File: config.mk
export PLATFORM = sky130hd
export DESIGN_NAME = cpu_register_file_adv_mode
export DESIGN_NICKNAME = d
export VERILOG_FILES = /design/src/cpu_register_file_adv_mode.v /design/src/stack_frame_push.v
export VERILOG_INCLUDE_DIRS = /design/src
export SDC_FILE = /design/constraint.sdc
export NUM_CORES = 1
export LEC_CHECK = 0
export ABC_AREA = 1
export BUFFER_PORTS_ARGS = -buffer_cell sky130_fd_sc_hd__clkbuf_2
export CELL_PAD_IN_SITES_DETAIL_PLACEMENT = 1
export CELL_PAD_IN_SITES_GLOBAL_PLACEMENT = 1
export CORE_ASPECT_RATIO = 0.8
export CORE_UTILIZATION = 35
export DETAILED_ROUTE_END_ITERATION = 10
export GPL_ROUTABILITY_DRIVEN = 1
export PLACE_DENSITY_LB_ADDON = 0.2
export SETUP_SLACK_MARGIN = 0.02
export SYNTH_ARGS = -nofsm -noshare
export SYNTH_HDL_FRONTEND = slang
export SYNTH_SLANG_ARGS = --single-unit
File: constraint.sdc
create_clock -name clk -period 20.9 [get_ports clk]
set_clock_uncertainty 0.05 [all_clocks]
set_input_delay 4.18 -clock clk [delete_from_list [all_inputs] [get_ports clk]]
set_output_delay 4.18 -clock clk [all_outputs]
set_load 0.01 [all_outputs]
File: src/cpu_regfile_defs.vh
`ifndef CPU_REGFILE_DEFS_VH
`define CPU_REGFILE_DEFS_VH

`define GPR_RESET        32'h0000_0000
`define SP_INDEX         3'h7
`define SIZE_BYTE        2'h0
`define SIZE_WORD        2'h1
`define SIZE_LONG        2'h2

`define CTL_OP_LOAD      3'h0
`define CTL_OP_AND       3'h1
`define CTL_OP_OR        3'h2
`define CTL_OP_XOR       3'h3
`define CTL_OP_STORE     3'h4

`define ECB_TRACE_BIT    7
`define ECB_RSVD_VALUE   4'hF
`define ECB_MASK_MSB     2
`define ECB_MASK_LSB     0
`define ECB_RESET_TRACE  1'b0
`define ECB_RESET_MASK   3'h7
`define FLAG_RESET       8'h80
`define MAC_RESET        64'h0000_0000_0000_0000

`define INTR_BLOCK_STATES 2'h3
`define ICM_MODE0        2'h0

`define PC_RESET         24'h00_0000
`define PC_STEP          24'h00_0002
`define RSVD_BYTE        8'h00
`define VEC_BASE         24'h00_0000
`define VEC_PAD          14'h0000
`define SLOT_ALIGN       2'h0
`define MI_PAD           16'h0000

`define PUSH_LONG_STEP   32'h0000_0004
`define PUSH_WORD_STEP   32'h0000_0002
`define WORD_PAD         16'h0000

`endif

File: src/cpu_register_file_adv_mode.v
`timescale 1ns/1ps
`include "cpu_regfile_defs.vh"

module cpu_register_file_adv_mode #(
	parameter GPR_COUNT = 8
) (
	input  wire        clk,
	input  wire        reset,
	// General register write port
	input  wire        gpr_wr_en,
	input  wire [2:0]  gpr_wr_idx,
	input  wire [1:0]  gpr_wr_size,
	input  wire        gpr_wr_upper,
	input  wire        gpr_wr_byte_hi,
	input  wire [31:0] gpr_wr_data,
	// General register read port, one cycle latency
	input  wire [2:0]  gpr_rd_idx,
	input  wire [1:0]  gpr_rd_size,
	input  wire        gpr_rd_upper,
	input  wire        gpr_rd_byte_hi,
	output reg  [31:0] gpr_rd_data_reg,
	// Register used as address pointer
	input  wire [2:0]  addr_idx,
	output reg  [23:0] eff_addr_reg,
	output wire [31:0] stack_pointer_gpr,
	// Program counter
	input  wire        pc_step,
	input  wire        pc_load_en,
	input  wire [23:0] pc_load_data,
	output wire [23:0] fetch_addr,
	// Exception vector fetch
	input  wire [7:0]  vec_num,
	output reg  [23:0] vec_addr_reg,
	input  wire        vec_load_en,
	input  wire [31:0] vec_rdata,
	// Memory-indirect branch
	input  wire [7:0]  mi_field,
	output reg  [23:0] mi_addr_reg,
	input  wire        mi_load_en,
	input  wire [31:0] mi_rdata,
	output reg  [31:0] mi_target_reg,
	// Control and flag byte operations
	input  wire        ctl_op_en,
	input  wire        ctl_sel_ext,
	input  wire [2:0]  ctl_op,
	input  wire [7:0]  ctl_op_data,
	output reg  [7:0]  ctl_rd_data_reg,
	input  wire        flag_wr_en,
	input  wire [7:0]  flag_wr_data,
	output wire [7:0]  extension_control_byte,
	output wire [7:0]  cond_flag_byte,
	output wire [2:0]  intr_mask_level,
	output reg         intr_blocked_reg,
	// Trace
	input  wire        instr_done,
	output reg         trace_req_reg,
	// Multiply-accumulate register
	input  wire        mac_clear,
	input  wire        mac_acc_en,
	input  wire [31:0] mac_product,
	input  wire        mac_wr_hi,
	input  wire        mac_wr_lo,
	input  wire [31:0] mac_wr_data,
	output wire [63:0] multiply_accum_reg,
	// Exception and call stack frames
	input  wire        exc_start,
	input  wire        call_start,
	input  wire [1:0]  intr_ctrl_mode,
	output wire        push_busy,
	output wire        push_valid,
	output wire        push_long,
	output wire [23:0] push_addr,
	output wire [31:0] push_data
);

	wire [31:0] gpr_mem [0:GPR_COUNT-1];
	reg  [23:0] pc_reg;
	reg         trace_bit_reg;
	reg  [2:0]  mask_reg;
	reg  [7:0]  flag_reg;
	reg  [63:0] mac_reg;
	reg  [1:0]  block_cnt_reg;
	reg  [3:0]  wr_lane;
	reg  [31:0] wr_aligned;
	reg  [31:0] rd_sel;
	reg  [7:0]  ctl_cur;
	reg  [7:0]  ctl_new;
	wire        sp_wr_en;
	wire [31:0] sp_wr_data;
	wire [31:0] rd_word;

	// Reserved bits are not stored, so they cannot drift from one
	assign extension_control_byte = {trace_bit_reg, `ECB_RSVD_VALUE,
		mask_reg};
	assign cond_flag_byte     = flag_reg;
	assign intr_mask_level    = mask_reg;
	assign multiply_accum_reg = mac_reg;
	assign stack_pointer_gpr  = gpr_mem[`SP_INDEX];
	assign fetch_addr         = {pc_reg[23:1], 1'b0};

	// Lane enables: [3] upper half, [2] lower half, [1] high byte, [0] low
	always @*
	begin
		wr_lane    = 4'h0;
		wr_aligned = gpr_wr_data;
		case (gpr_wr_size)
		`SIZE_LONG:
			wr_lane = 4'hF;
		`SIZE_WORD:
		begin
			if (gpr_wr_upper)
			begin
				wr_lane    = 4'h8;
				wr_aligned = {gpr_wr_data[15:0], gpr_wr_data[15:0]};
			end
			else
				wr_lane = 4'h6;
		end
		`SIZE_BYTE:
		begin
			wr_aligned = {4{gpr_wr_data[7:0]}};
			if (gpr_wr_byte_hi)
				wr_lane = 4'h2;
			else
				wr_lane = 4'h1;
		end
		default:
			wr_lane = 4'h0;
		endcase
	end

	genvar gi;
	generate
		for (gi = 0; gi < GPR_COUNT; gi = gi + 1)
		begin : gpr_slot
			reg [31:0] word_reg;

			// One driver per slot; the array is only a read view
			assign gpr_mem[gi] = word_reg;

			always @(posedge clk or posedge reset)
			begin
				if (reset)
					word_reg <= `GPR_RESET;
				else if (gi == `SP_INDEX && sp_wr_en)
					word_reg <= sp_wr_data;
				else if (gpr_wr_en && gpr_wr_idx == gi)
				begin
					// Each view writes only its own lanes
					if (wr_lane[3])
						word_reg[31:16] <= wr_aligned[31:16];
					if (wr_lane[2] | wr_lane[1])
						word_reg[15:8] <= wr_aligned[15:8];
					if (wr_lane[2] | wr_lane[0])
						word_reg[7:0] <= wr_aligned[7:0];
				end
			end
		end
	endgenerate

	assign rd_word = gpr_mem[gpr_rd_idx];

	// Narrow reads are zero extended; sign handling is the ALU's job
	always @*
	begin
		rd_sel = rd_word;
		case (gpr_rd_size)
		`SIZE_LONG:
			rd_sel = rd_word;
		`SIZE_WORD:
			if (gpr_rd_upper)
				rd_sel = {16'h0000, rd_word[31:16]};
			else
				rd_sel = {16'h0000, rd_word[15:0]};
		`SIZE_BYTE:
			if (gpr_rd_byte_hi)
				rd_sel = {24'h00_0000, rd_word[15:8]};
			else
				rd_sel = {24'h00_0000, rd_word[7:0]};
		default:
			rd_sel = rd_word;
		endcase
	end

	always @(posedge clk or posedge reset)
	begin
		if (reset)
		begin
			gpr_rd_data_reg <= `GPR_RESET;
			eff_addr_reg    <= `PC_RESET;
		end
		else
		begin
			gpr_rd_data_reg <= rd_sel;
			// Only 24 address bits leave the core
			eff_addr_reg <= gpr_mem[addr_idx][23:0];
		end
	end

	// Program counter: indirect and vector loads outrank plain loads
	always @(posedge clk or posedge reset)
	begin
		if (reset)
			pc_reg <= `PC_RESET;
		else if (vec_load_en)
			pc_reg <= vec_rdata[23:0];
		else if (mi_load_en)
			pc_reg <= mi_rdata[23:0];
		else if (pc_load_en)
			pc_reg <= pc_load_data;
		else if (pc_step)
			pc_reg <= pc_reg + `PC_STEP;
	end

	always @(posedge clk or posedge reset)
	begin
		if (reset)
		begin
			vec_addr_reg  <= `VEC_BASE;
			mi_addr_reg   <= `VEC_BASE;
			mi_target_reg <= `GPR_RESET;
		end
		else
		begin
			vec_addr_reg <= `VEC_BASE + {`VEC_PAD, vec_num,
				`SLOT_ALIGN};
			// Eight-bit field cannot reach past the lowest 256 bytes
			mi_addr_reg <= {`MI_PAD, mi_field};
			if (mi_load_en)
				mi_target_reg <= {`RSVD_BYTE, mi_rdata[23:0]};
		end
	end

	// Control byte operations
	always @*
	begin
		if (ctl_sel_ext)
			ctl_cur = extension_control_byte;
		else
			ctl_cur = flag_reg;
		case (ctl_op)
		`CTL_OP_LOAD:
			ctl_new = ctl_op_data;
		`CTL_OP_AND:
			ctl_new = ctl_cur & ctl_op_data;
		`CTL_OP_OR:
			ctl_new = ctl_cur | ctl_op_data;
		`CTL_OP_XOR:
			ctl_new = ctl_cur ^ ctl_op_data;
		default:
			ctl_new = ctl_cur;
		endcase
	end

	always @(posedge clk or posedge reset)
	begin
		if (reset)
		begin
			trace_bit_reg   <= `ECB_RESET_TRACE;
			mask_reg        <= `ECB_RESET_MASK;
			flag_reg        <= `FLAG_RESET;
			ctl_rd_data_reg <= `FLAG_RESET;
		end
		else
		begin
			if (ctl_op_en && ctl_op == `CTL_OP_STORE)
				ctl_rd_data_reg <= ctl_cur;
			if (ctl_op_en && ctl_sel_ext && ctl_op != `CTL_OP_STORE)
			begin
				trace_bit_reg <= ctl_new[`ECB_TRACE_BIT];
				mask_reg <= ctl_new[`ECB_MASK_MSB:`ECB_MASK_LSB];
			end
			if (ctl_op_en && !ctl_sel_ext && ctl_op != `CTL_OP_STORE)
				flag_reg <= ctl_new;
			else if (flag_wr_en)
				flag_reg <= flag_wr_data;
		end
	end

	// Interrupt hold-off after a control byte update
	always @(posedge clk or posedge reset)
	begin
		if (reset)
		begin
			block_cnt_reg    <= 2'h0;
			intr_blocked_reg <= 1'b0;
		end
		else if (ctl_op_en && ctl_sel_ext && ctl_op != `CTL_OP_STORE)
		begin
			block_cnt_reg    <= `INTR_BLOCK_STATES - 2'h1;
			intr_blocked_reg <= 1'b1;
		end
		else if (block_cnt_reg != 2'h0)
			block_cnt_reg <= block_cnt_reg - 2'h1;
		else
			intr_blocked_reg <= 1'b0;
	end

	// Trace request follows each completed instruction while the trace bit is set
	always @(posedge clk or posedge reset)
	begin
		if (reset)
			trace_req_reg <= 1'b0;
		else
			trace_req_reg <= instr_done & trace_bit_reg;
	end

	// Accumulator: clear wins, then accumulate, then halves
	always @(posedge clk or posedge reset)
	begin
		if (reset)
			mac_reg <= `MAC_RESET;
		else if (mac_clear)
			mac_reg <= `MAC_RESET;
		else if (mac_acc_en)
			mac_reg <= mac_reg + {{32{mac_product[31]}}, mac_product};
		else
		begin
			if (mac_wr_hi)
				mac_reg[63:32] <= mac_wr_data;
			if (mac_wr_lo)
				mac_reg[31:0] <= mac_wr_data;
		end
	end

	stack_frame_push u_push (
		.clk                    (clk),
		.reset                  (reset),
		.exc_start              (exc_start),
		.call_start             (call_start),
		.intr_ctrl_mode         (intr_ctrl_mode),
		.pc                     (pc_reg),
		.cond_flag_byte         (flag_reg),
		.extension_control_byte (extension_control_byte),
		.sp                     (gpr_mem[`SP_INDEX]),
		.busy                   (push_busy),
		.push_valid_reg         (push_valid),
		.push_long_reg          (push_long),
		.push_addr_reg          (push_addr),
		.push_data_reg          (push_data),
		.sp_wr_en_reg           (sp_wr_en),
		.sp_wr_data_reg         (sp_wr_data)
	);

endmodule // cpu_register_file_adv_mode

File: src/stack_frame_push.v
`timescale 1ns/1ps
`include "cpu_regfile_defs.vh"

module stack_frame_push (
	input  wire        clk,
	input  wire        reset,
	input  wire        exc_start,
	input  wire        call_start,
	input  wire [1:0]  intr_ctrl_mode,
	input  wire [23:0] pc,
	input  wire [7:0]  cond_flag_byte,
	input  wire [7:0]  extension_control_byte,
	input  wire [31:0] sp,
	output wire        busy,
	output reg         push_valid_reg,
	output reg         push_long_reg,
	output reg  [23:0] push_addr_reg,
	output reg  [31:0] push_data_reg,
	output reg         sp_wr_en_reg,
	output reg  [31:0] sp_wr_data_reg
);

	localparam ST_IDLE = 2'b01;
	localparam ST_WORD = 2'b10;

	reg [1:0]  state_reg;
	wire        push_start;
	wire [31:0] sp_long = sp - `PUSH_LONG_STEP;
	wire [31:0] sp_word = sp_wr_data_reg - `PUSH_WORD_STEP;

	assign busy = (state_reg != ST_IDLE) | sp_wr_en_reg;
	// A start during the trailing SP write would push from a stale SP
	assign push_start = (exc_start | call_start) & ~sp_wr_en_reg;

	always @(posedge clk or posedge reset)
	begin
		if (reset)
		begin
			state_reg      <= ST_IDLE;
			push_valid_reg <= 1'b0;
			push_long_reg  <= 1'b0;
			push_addr_reg  <= `PC_RESET;
			push_data_reg  <= `GPR_RESET;
			sp_wr_en_reg   <= 1'b0;
			sp_wr_data_reg <= `GPR_RESET;
		end
		else
		begin
			case (state_reg)
			ST_IDLE:
			begin
				push_valid_reg <= push_start;
				sp_wr_en_reg   <= push_start;
				if (push_start)
				begin
					// PC longword goes first, flags ride in its top byte on exceptions, zero on calls
					push_long_reg  <= 1'b1;
					push_addr_reg  <= sp_long[23:0];
					sp_wr_data_reg <= sp_long;
					if (exc_start)
						push_data_reg <= {cond_flag_byte, pc};
					else
						push_data_reg <= {`RSVD_BYTE, pc};
					if (exc_start && intr_ctrl_mode != `ICM_MODE0)
						state_reg <= ST_WORD;
				end
			end
			ST_WORD:
			begin
				// Own copy of SP used; the register file lags one edge
				push_valid_reg <= 1'b1;
				push_long_reg  <= 1'b0;
				push_addr_reg  <= sp_word[23:0];
				push_data_reg  <= {`WORD_PAD, extension_control_byte,
					`RSVD_BYTE};
				sp_wr_en_reg   <= 1'b1;
				sp_wr_data_reg <= sp_word;
				state_reg      <= ST_IDLE;
			end
			default:
			begin
				state_reg      <= ST_IDLE;
				push_valid_reg <= 1'b0;
				sp_wr_en_reg   <= 1'b0;
			end
			endcase
		end
	end

endmodule // stack_frame_push
==> metrics.cfg <==
[clocking]
cts_root_buf = clkbuf_16
path_clk_slew_ns = 0.06
h-tree-depth = 2
cts_setup_buffers = 0
hold_buffers = 0
cts_resized = 0
cts_buffers = 61
cts_buffer_depth = 3
cts_sinks = 533
cts_tree = done
clk_latency_ns = 0.67

[power_and_ir_drop]
p_leak_nw = 20.4
p_per_area_mw_per_mm2 = 107
ir_worst_vdd_mv = 0.0744

[route]
drc = 0
met3_length_microns = 8980
detailedRoute.firstPassIterationCount = 8
detail_route.wirelength_microns = 146000
maxUsedRoutingLayer = met5
vias = 34800
met2WireLength_microns = 65000
routedWlPerCell_microns = 22.0
drtIter0Drc = 2761
ant_nets = 0
vias_per_cell = 5.24
met1Wirelength_microns = 69100

[sta]
setup_viol = 0
tns_ns = 0
fmax_mhz = 145
rsz0062_at_grt = false
period_share = 0.329
layout_min_cycle_time_ns = 6.88
worst_pin_slew_ns = 1.26
hold_viol = 0
max_slew_margin = 0.157
drv_slew = 0

[min_path]
hp-class = register to register
worstHoldPathCells = 2

[placement]
hpwl_microns = 111000
numPortBuffers = 537
place_congestion = 0.945
place_area_sq_mm = 0.0369

[run_status]
status = complete, no violations

[synthesis]
ys_seq_area_frac = 0.397
ys_ff_latch = 533
yosysWarnings = 0
syn_area_per_cell_sq_um = 6.83
synth_ff_type = dfrtp_1
postSynthCellCount = 4916
netlist_area_sq_mm = 0.0336
synth.distinct_cells = 55
async_reset_ff_frac = 1.00
synth_edf_count = 0

[worst_setup_path]
crit_type = input port to register
slowest_delay_ns = 0.74
cp_data_arrival_time_ns = 7.30
worstPathMaxFanout = 60
endpoint_kind = register
start_kind = input port
worstPathCellList = buf_4, clkinv_2, buf_4, nor2_1, o21ai_0, o21ai_0, mux2i_1, nand2_1, o2111ai_1
reg2reg_depth = 15
cp.required_ns = 21.32
cpMaxStageDelayCell = clkinv_2

[global_route]
grt_pass1_wl_microns = 219000
grt_max_degree = 147
grt_pass1_vias = 34300
grt_util_all_layers = 0.296
grt-ovfl-total = 0
antenna_found_initial = 9

[floorplanning]
initial_core_util = 0.354
die_h_microns = 279
core_sq_mm = 0.0950
rows = 101
die_width_microns = 348
dieArea_sq_mm = 0.0972
io_pins = 599

[cells_and_area]
drive_above_1_share = 0.136
syn_to_final_growth_pct = 16.3
final_common_cell = nand2_1
final_cell_area_sq_mm = 0.0391
final_nets = 5644
largest_reg_flops = 224
layout_common_cells = nand2_1, inv_1, o21ai_0

[run]
drv_cap = 0

kinds of logic after synthesis:
kind of cell	Yosys count	share of synthesized area
and+or+nand+nor	2227	0.264
DFF	533	0.397
adders and majority gates	86	0.0323
other	2	0.000224
xor gates and xnor gates	29	0.00756
AOI/OAI and AO/OA	1120	0.183
muxes	5	0.00164
buffers and inverters	914	0.114
cells in the mapped netlist (3+ instances only):
library cell	n	area (sq um)
a21oi_1	262	1310
a221oi_1	3	26.3
a22o_1	5	43.8
a22oi_1	4	30.0
a31oi_1	36	225
buf_1	11	41.3
buf_2	29	145
buf_4	96	721
clkbuf_1	156	586
clkinv_1	7	26.3
dfrtp_1	527	13200
dfstp_2	6	158
ha_1	85	1060
inv_1	608	2280
inv_2	7	26.3
mux2_2	4	45.0
nand2_1	1455	5460
nand3_1	205	1030
nand3b_1	5	37.5
nand4_1	33	206
nor2_1	458	1720
nor2_2	6	37.5
nor2_4	3	33.8
nor3_1	37	185
nor3_2	4	40.0
nor4_1	4	25.0
o2111ai_1	7	61.3
o211ai_1	60	450
o21ai_0	584	2920
o21ai_1	65	325
o21bai_1	11	82.6
o221ai_1	33	289
o22ai_1	28	175
o311ai_0	3	26.3
o31ai_1	4	30.0
or2_2	11	68.8
xnor2_1	3	26.3
xor2_1	26	228
through the flow:
step	utilization	std cells	total power (W)	setup WS, ns	hold WS [ns]
after floorplan	-	4959	0.00237	1.78	0.398
after global placement	0.388	6527	0.00295	13.38	0.405
after detailed placement	0.388	6527	0.00299	13.37	0.414
after CTS	0.411	6641	0.00420	14.09	0.428
after global routing	0.411	6642	0.00444	13.83	0.452
final	0.411	6643	0.00418	14.02	0.427
final cells by class:
type / instances / area [sq um]
clock inverter: 29 / 475
clock buffer: 85 / 1720
inverter: 622 / 2340
sequential: 533 / 13300
fill: 12400 / 56000
multi-input combinational: 3512 / 16600
timing repair buffer: 573 / 2970
tap: 1287 / 1610
antenna: 2 / 5.00
per-layer routing:
layer  vias up  GRT usage
met5         -          0
met4         4     0.0644
met3       143     0.0420
met2      1020      0.464
met1     17100      0.430
li1      16500          -
worst max-delay path, delay by kind of cell:
kind	cells	cell delay (ns)
buffers and inverters	3	1.78
AO/OA/AOI/OAI	3	0.87
AND/OR/NAND/NOR	2	0.23
multiplexers	1	0.16
where the power goes:
group	switching, W	internal (W)
Sequential	0.000253	0.00128
Clock	0.000489	0.000710
Combinational	0.00100	0.000449
final timing paths:
path                                                       to                         startpoint  slack (ns)
max                              gpr_rd_data_reg[4]$_DFF_PP0_                      gpr_rd_idx[0]       14.02
min                             mi_target_reg[22]$_DFFE_PP0P_      mi_target_reg[22]$_DFFE_PP0P_        0.43
max reg2reg                multiply_accum_reg[60]$_DFFE_PP0P_  multiply_accum_reg[0]$_DFFE_PP0P_       17.53
min reg2reg                     mi_target_reg[22]$_DFFE_PP0P_      mi_target_reg[22]$_DFFE_PP0P_        0.43
max in group asynchronous        gpr_rd_data_reg[7]$_DFF_PP0_                              reset       15.27
min in group asynchronous   multiply_accum_reg[4]$_DFFE_PP0P_                              reset        3.57
Note: power is estimated with default switching activity, not from simulation.
